File: config.mk
export PLATFORM = sky130hd
export DESIGN_NAME = gpio_port
export DESIGN_NICKNAME = d
export VERILOG_FILES = /design/src/common/gpio_port_pkg.sv /design/src/core/gpio_port.sv
export SDC_FILE = /design/constraint.sdc
export NUM_CORES = 1
export LEC_CHECK = 0
export BUFFER_PORTS_ARGS = -buffer_cell sky130_fd_sc_hd__buf_2
export CORE_UTILIZATION = 50
export DETAILED_ROUTE_END_ITERATION = 6
export GPL_ROUTABILITY_DRIVEN = 1
export GPL_TIMING_DRIVEN = 0
export PLACE_DENSITY = 0.77
export SYNTH_ARGS = -nofsm -noshare
export SYNTH_HDL_FRONTEND = slang
export SYNTH_SLANG_ARGS = --single-unit
File: constraint.sdc
create_clock -name clk_in -period 3.1 [get_ports clk_in]
set_input_delay 0.155 -clock clk_in [delete_from_list [all_inputs] [get_ports clk_in]]
set_output_delay 0.155 -clock clk_in [all_outputs]
set_load 0.02 [all_outputs]
File: src/common/gpio_port_pkg.sv
package gpio_port_pkg;

	// ****************************************
	// Register map
	// ****************************************
	localparam int          ADDR_W             = 4;
	localparam logic [3:0]  OFS_PIN_LEVELS     = 4'h0;
	localparam logic [3:0]  OFS_DIRECTION      = 4'h1;
	localparam logic [3:0]  OFS_LATCH          = 4'h2;
	localparam logic [3:0]  OFS_ANALOG_SELECT  = 4'h3;
	localparam logic [3:0]  OFS_PERIPH_ENABLE  = 4'h4;

	// ****************************************
	// Reset values
	// ****************************************
	localparam logic [7:0]  RST_DIRECTION      = 8'hff;
	localparam logic [7:0]  RST_ANALOG_SELECT  = 8'hff;
	localparam logic [7:0]  RST_PERIPH_ENABLE  = 8'h00;
	localparam logic [7:0]  RST_LATCH_POWERON  = 8'h00;

	// ****************************************
	// Peripheral enable field positions
	// ****************************************
	localparam int          PEN_LCD            = 0;
	localparam int          PEN_PWM            = 1;
	localparam int          PEN_CAPTURE4       = 2;

	// ****************************************
	// Input synchroniser timing
	// ****************************************
	localparam int          SYNC_STAGES        = 3;

	typedef enum logic [1:0] {
		SRC_PORT,
		SRC_PWM,
		SRC_LCD
	} pin_source_t;

endpackage : gpio_port_pkg

File: src/core/gpio_port.sv
// How it works
// - Eight pins; direction one means high-impedance input.
// - Direction zero drives latch onto pin.
// - Data read gives pins; write goes latch.
// - Port write loads the written byte straight into latch.
// - Direction bits gate drivers even when analog.
// - Analog pins read zero on data reads.
// - Analog select gates digital input to zero.
// - Analog select never affects digital output.
// - Analog select bits reset to analog.
// - Highest enabled output function owns the pin.
// - Pins 0-2: common3, capture4, pwm2 b over port.
// - Pins 3-7: segments, then pwm outputs, then port.
// - Input functions stay live while pin outputs.
// - Absent port reads zero everywhere.
// - Latch survives non-power-on resets.
// - Direction bits reset to one always.
// - Separate latch register readable and writable.
// - Analog select zero gives digital I/O.
//
// Decided for this implementation: the address map and the strobed register port.
`timescale 1ns/100ps
module gpio_port
	import gpio_port_pkg::*;
#(
	parameter bit PORT_PRESENT = 1'b1
) (
	input  wire logic              clk_in,
	input  wire logic              rst_in,
	input  wire logic              por_in,
	input  wire logic [ADDR_W-1:0] addr_in,
	input  wire logic [7:0]        wdata_in,
	input  wire logic              wr_in,
	input  wire logic              rd_in,
	output logic      [7:0]        rdata_out,
	input  wire logic [7:0]        pin_in,
	output logic      [7:0]        pin_out,
	output logic      [7:0]        pin_oe_out,
	output logic      [7:0]        digital_in_out,
	output logic      [7:0]        analog_enable_out,
	input  wire logic              lcd_common_line_3_in,
	input  wire logic [4:0]        lcd_segment_line_in,
	input  wire logic              capture_compare_unit_4_in,
	input  wire logic              pwm2_output_b_in,
	input  wire logic              pwm2_output_c_in,
	input  wire logic              pwm2_output_d_in,
	input  wire logic              pwm1_output_b_in,
	input  wire logic              pwm1_output_c_in,
	input  wire logic              pwm1_output_d_in
);

	// ****************************************
	// Registers
	// ****************************************
	logic [7:0] pin_direction_bits_r;
	logic [7:0] output_latch_bits_r;
	logic [7:0] analog_select_bits_r;
	logic [7:0] periph_enable_r;
	logic [7:0] sync1_r;
	logic [7:0] sync2_r;
	logic [7:0] sync3_r;
	logic [7:0] pin_level_r;
	logic [7:0] rdata_r;

	// ****************************************
	// Decode
	// ****************************************
	wire logic       sel_levels  = (addr_in == OFS_PIN_LEVELS);
	wire logic       sel_dir     = (addr_in == OFS_DIRECTION);
	wire logic       sel_latch   = (addr_in == OFS_LATCH);
	wire logic       sel_analog  = (addr_in == OFS_ANALOG_SELECT);
	wire logic       sel_pen     = (addr_in == OFS_PERIPH_ENABLE);
	wire logic       lcd_en      = periph_enable_r[PEN_LCD];
	wire logic       pwm_en      = periph_enable_r[PEN_PWM];
	wire logic       capture4_en = periph_enable_r[PEN_CAPTURE4];
	wire logic       sel_any     = sel_levels | sel_dir | sel_latch | sel_analog | sel_pen;
	wire logic [7:0] level_agree = ~(sync2_r ^ sync3_r);
	wire logic [7:0] digital_rd  = pin_level_r & ~analog_select_bits_r;
	wire logic [7:0] rmw_value   = wdata_in;
	logic      [7:0] rd_mux;

	always_comb begin
		rd_mux = 8'h00;
		if (sel_levels)
			rd_mux = digital_rd;
		else if (sel_dir)
			rd_mux = pin_direction_bits_r;
		else if (sel_latch)
			rd_mux = output_latch_bits_r;
		else if (sel_analog)
			rd_mux = analog_select_bits_r;
		else if (sel_pen)
			rd_mux = periph_enable_r;
	end

	// ****************************************
	// Pin input synchroniser
	// ****************************************
	// Level sampling
	always_ff @(posedge clk_in) begin
		sync1_r <= pin_in;
		sync2_r <= sync1_r;
		sync3_r <= sync2_r;
	end

	// A bit only changes once two stages agree, rejecting a one-cycle glitch
	generate
		for (genvar i = 0; i < 8; i++) begin : g_filt
			always_ff @(posedge clk_in) begin
				if (rst_in)
					pin_level_r[i] <= 1'b0;
				else if (sync2_r[i] == sync3_r[i])
					pin_level_r[i] <= sync3_r[i];
			end
		end
	endgenerate

	// ****************************************
	// Control registers
	// ****************************************
	always_ff @(posedge clk_in) begin
		if (rst_in) begin
			pin_direction_bits_r <= RST_DIRECTION;
			analog_select_bits_r <= RST_ANALOG_SELECT;
			periph_enable_r      <= RST_PERIPH_ENABLE;
		end else if (wr_in && PORT_PRESENT) begin
			if (sel_dir)
				pin_direction_bits_r <= wdata_in;
			if (sel_analog)
				analog_select_bits_r <= wdata_in;
			if (sel_pen)
				periph_enable_r <= wdata_in;
		end
	end

	// Latch is only forced on power-on reset; other resets keep it
	always_ff @(posedge clk_in) begin
		if (por_in)
			output_latch_bits_r <= RST_LATCH_POWERON;
		else if (wr_in && PORT_PRESENT && (sel_levels || sel_latch))
			output_latch_bits_r <= rmw_value;
	end

	always_ff @(posedge clk_in) begin
		if (rst_in)
			rdata_r <= 8'h00;
		else if (rd_in)
			rdata_r <= PORT_PRESENT ? rd_mux : 8'h00;
	end
	assign rdata_out = rdata_r;

	// ****************************************
	// Output priority mux
	// ****************************************
	logic [7:0]        periph_own;
	logic [7:0]        periph_val;
	logic [4:0]        pwm_hi;
	assign pwm_hi = {pwm1_output_d_in, pwm1_output_c_in, pwm1_output_b_in, pwm2_output_d_in, pwm2_output_c_in};

	always_comb begin
		periph_own    = 8'h00;
		periph_val    = 8'h00;
		periph_own[0] = lcd_en;
		periph_val[0] = lcd_common_line_3_in;
		periph_own[1] = capture4_en;
		periph_val[1] = capture_compare_unit_4_in;
		periph_own[2] = pwm_en;
		periph_val[2] = pwm2_output_b_in;
		for (int k = 0; k < 5; k++) begin
			periph_own[k+3] = lcd_en | pwm_en;
			periph_val[k+3] = lcd_en ? lcd_segment_line_in[k] : pwm_hi[k];
		end
	end

	assign pin_out = PORT_PRESENT ? ((periph_own & periph_val) | (~periph_own & output_latch_bits_r)) : 8'h00;
	assign pin_oe_out = PORT_PRESENT ? ~pin_direction_bits_r : 8'h00;
	assign digital_in_out    = digital_rd;
	assign analog_enable_out = analog_select_bits_r;
endmodule : gpio_port

==> summary.txt <==
Run status
  – Outcome: completed

Global routing
  – Most used routing layer: met2
  – GR Util met3: 5.868%
  – Initial antenna violation count: 0
  – Total Routing Usage GR: 26.07%
  – Met1 track demand over resource: 34.88%
  – Vias in the first global route: 2,339
  – Aggregate global routing overflow: 0
  – Met2 GRT Util: 40.27%
  – Largest net degree at the start of global routing: 12
  – First-pass GRT wire length: 11,520 um

Synthesis
  – Cells after synthesis: 299
  – Synth area leader: dfxtp_1
  – Top_reg_cell synth: dfxtp_1
  – Commonest cells post-synth: dfxtp_1, nand2_1, a21oi_1, o21ai_0, nor2_1
  – Sequential area share after synthesis: 52.44%
  – Most common cell in the netlist: dfxtp_1
  – Cell Area, Synth: 0.002749 mm2
  – Yosys top cell area share: 52.44%
  – Synth async-reset ratio: 0%
  – Syn Area/Cell: 9.194 um2
  – Top post-synthesis cells by area: dfxtp_1, nand2_1, mux2i_1, a211o_1, a21oi_1
  – Unique cell type count in the Yosys netlist: 27
  – Syn Nets: 337
  – Yosys warning count: 0
  – EDFF count, synth: 0
  – Synthesized flop and latch total: 72

Timing
  – Fmax: 546.5 MHz
  – Worst-Margin Slew: 915.1 ps
  – Fin crit share: 59.02%
  – RSZ-0062 raised after global routing: false
  – Finish-stage setup viols: 0
  – Hold Fails Final Rpt: 0
  – Fin. max-slew vios: 0
  – Relative slew slack: 38.83%
  – Setup TNS: 0 ps
  – Final WS setup: 1270 ps
  – Min Tclk post-route: 1830 ps
  – Final Skew: 4.291 ps

Critical path
  – WS Path Type: flip-flop to output pin
  – CP Max Fanout: 8
  – Setup crit end kind: output pin
  – Worst path arrival time: 1670 ps
  – Critical Path RT: 2940 ps
  – Reg2reg path depth: 5
  – CP startpoint kind: flip-flop

Routing
  – Residual DRC: 0
  – Drt initial violations: 263
  – Routed length per instance: 15.17 um
  – Vias: 2,499
  – Total routed wirelength: 7114 um
  – Post-route ant nets: 0
  – Via density: 5.328
  – Pre-antenna DRT Iters: 4

Floorplanning
  – Core area: 0.005205 mm2
  – DIE AREA: 0.005798 mm2
  – Die width: 76.15 um
  – Rows: 26
  – Initial Util: 52.81%
  – Die height: 76.15 um
  – Num ports: 78

Placed design
  – Number of I/O port buffers: 76
  – Post-DP HPWL: 4843 um
  – Setup WS pre-CTS: 1155 ps
  – Placer Congestion: 0.8784

Clock network
  – H-tree level count: 3
  – Worst-case clock buffer depth: 2
  – Reg clk slew, reported paths: 70 ps
  – CTS buffer count: 9
  – CTS tree: done
  – Clk sinks: 72
  – Clk Tree Root Cell: clkbuf_8
  – PostCTS Resize Cnt: 0
  – Clk_lat worst skew: 340 ps

Power and ir drop
  – Leakage: 0.001496 uW
  – VDD IR-drop max: 0.0003418 V
  – P per Cell Area: 527.7 mW/mm2

Cells and area
  – Layout cells sized above 1: 25.31%
  – Area growth, synth to finish: 26.49%
  – Final Util: 66.80%
  – # diodes: 0
  – Net count, final: 432

Flow run
  – Max-Cap Viols: 0

Min path
  – Hold Path Class: input pin to flip-flop
  – Hold Crit Depth: 2
## cell type report
cell class,count,area (um2)
Sequential cell,72,1441
Buffer,15,70.07
Tap cell,70,87.58
Timing Repair Buffer,84,460.4
Multi-Input combinational cell,199,1189
Clock buffer,12,135.1
Inverter,13,48.80
Clock inverter,4,45.04
Fill cell,433,1728
## metal layers
metal | up-vias | share of wire (%) | wire length, um
met1 | 1148 | 45 | 3223
met3 | 11 | 7.9 | 563
met5 | - | 0 | 0
li1 | 1225 | - | -
met2 | 115 | 45 | 3200
met4 | 0 | 1.8 | 126
## path summary, 6_finish.rpt
kind	slack, ps	from	end
setup reg to reg	1570	periph_enable_r[1]	rdata_out[1]
setup / recovery	1270	periph_enable_r[1]	pin_out[2]
hold reg to reg	330	sync1_r[2]	sync2_r[2]
hold / removal	80	wdata_in[3]	analog_enable_out[3]
## metrics by stage
step | cell area, um2 | total power [uW] | hold slack, ps | instances
global route | 3477 | 1910 | 58.91 | 469
detailed placement | 3217 | 1151 | 258.6 | 445
CTS | 3477 | 1840 | 65.28 | 469
floorplan | 2749 | 1083 | 182.7 | 299
finish | 3477 | 1835 | 78.15 | 469
global placement | 3217 | 1147 | 256.9 | 445
## registers in the layout, summed over array words and instances, names as in the netlist
register,cells
analog_enable_out,8
output_latch_bits_r,8
periph_enable_r,8
pin_direction_bits_r,8
pin_level_r,8
rdata_out,8
sync1_r,8
sync2_r,8
sync3_r,8
## where the power goes
group	internal, uW	total, uW	switching [uW]
sequential	960	976	16.6
combinational	67.7	165	97.7
clock	369	693	324
## logic make-up after synthesis
| family | count (synthesis) | synth area share, % |
|---|---|---|
| AND/OR/NAND/NOR | 101 | 18.12 |
| AO/OA/AOI/OAI | 79 | 18.07 |
| flip-flops | 72 | 52.44 |
| buffers and inverters | 28 | 4.324 |
| multiplexers | 19 | 7.055 |
## cell usage in the layout, fill, tap and decap left out
cell and n:
nor4_2 1, o21ai_0 25, clkbuf_1 9, dlygate4sd3_1 8, clkinv_2 3, mux2_2 3, dfxtp_1 72, nand3_1 8
a221o_1 3, nor4b_2 1, a22oi_1 1, clkbuf_8 9, o32ai_1 4, nor2b_1 17, a31oi_1 4, buf_2 81
nor4b_1 1, nor2_8 1, o41ai_1 1, or3b_1 1, nor2_1 20, a211o_1 16, buf_1 3, nand2_1 44
nand2b_1 5, a21oi_1 25, mux2i_1 16, inv_1 13, buf_6 1, bufinv_16 1, nand3b_1 2
## what timing repair did
| item | 4_1_cts | 5_1_grt |
|---|---|---|
| buffers inserted | 0 | 0 |
| hold endpoints to repair | 8 | 0 |
| hold buffers | 8 | 0 |
## worst max-delay path, stage by stage (launching register included)
cell	delay [ps]
dfxtp_1	310
clkbuf_1	490
mux2_2	400
buf_2	150
Power figures use the tool's default switching activity.
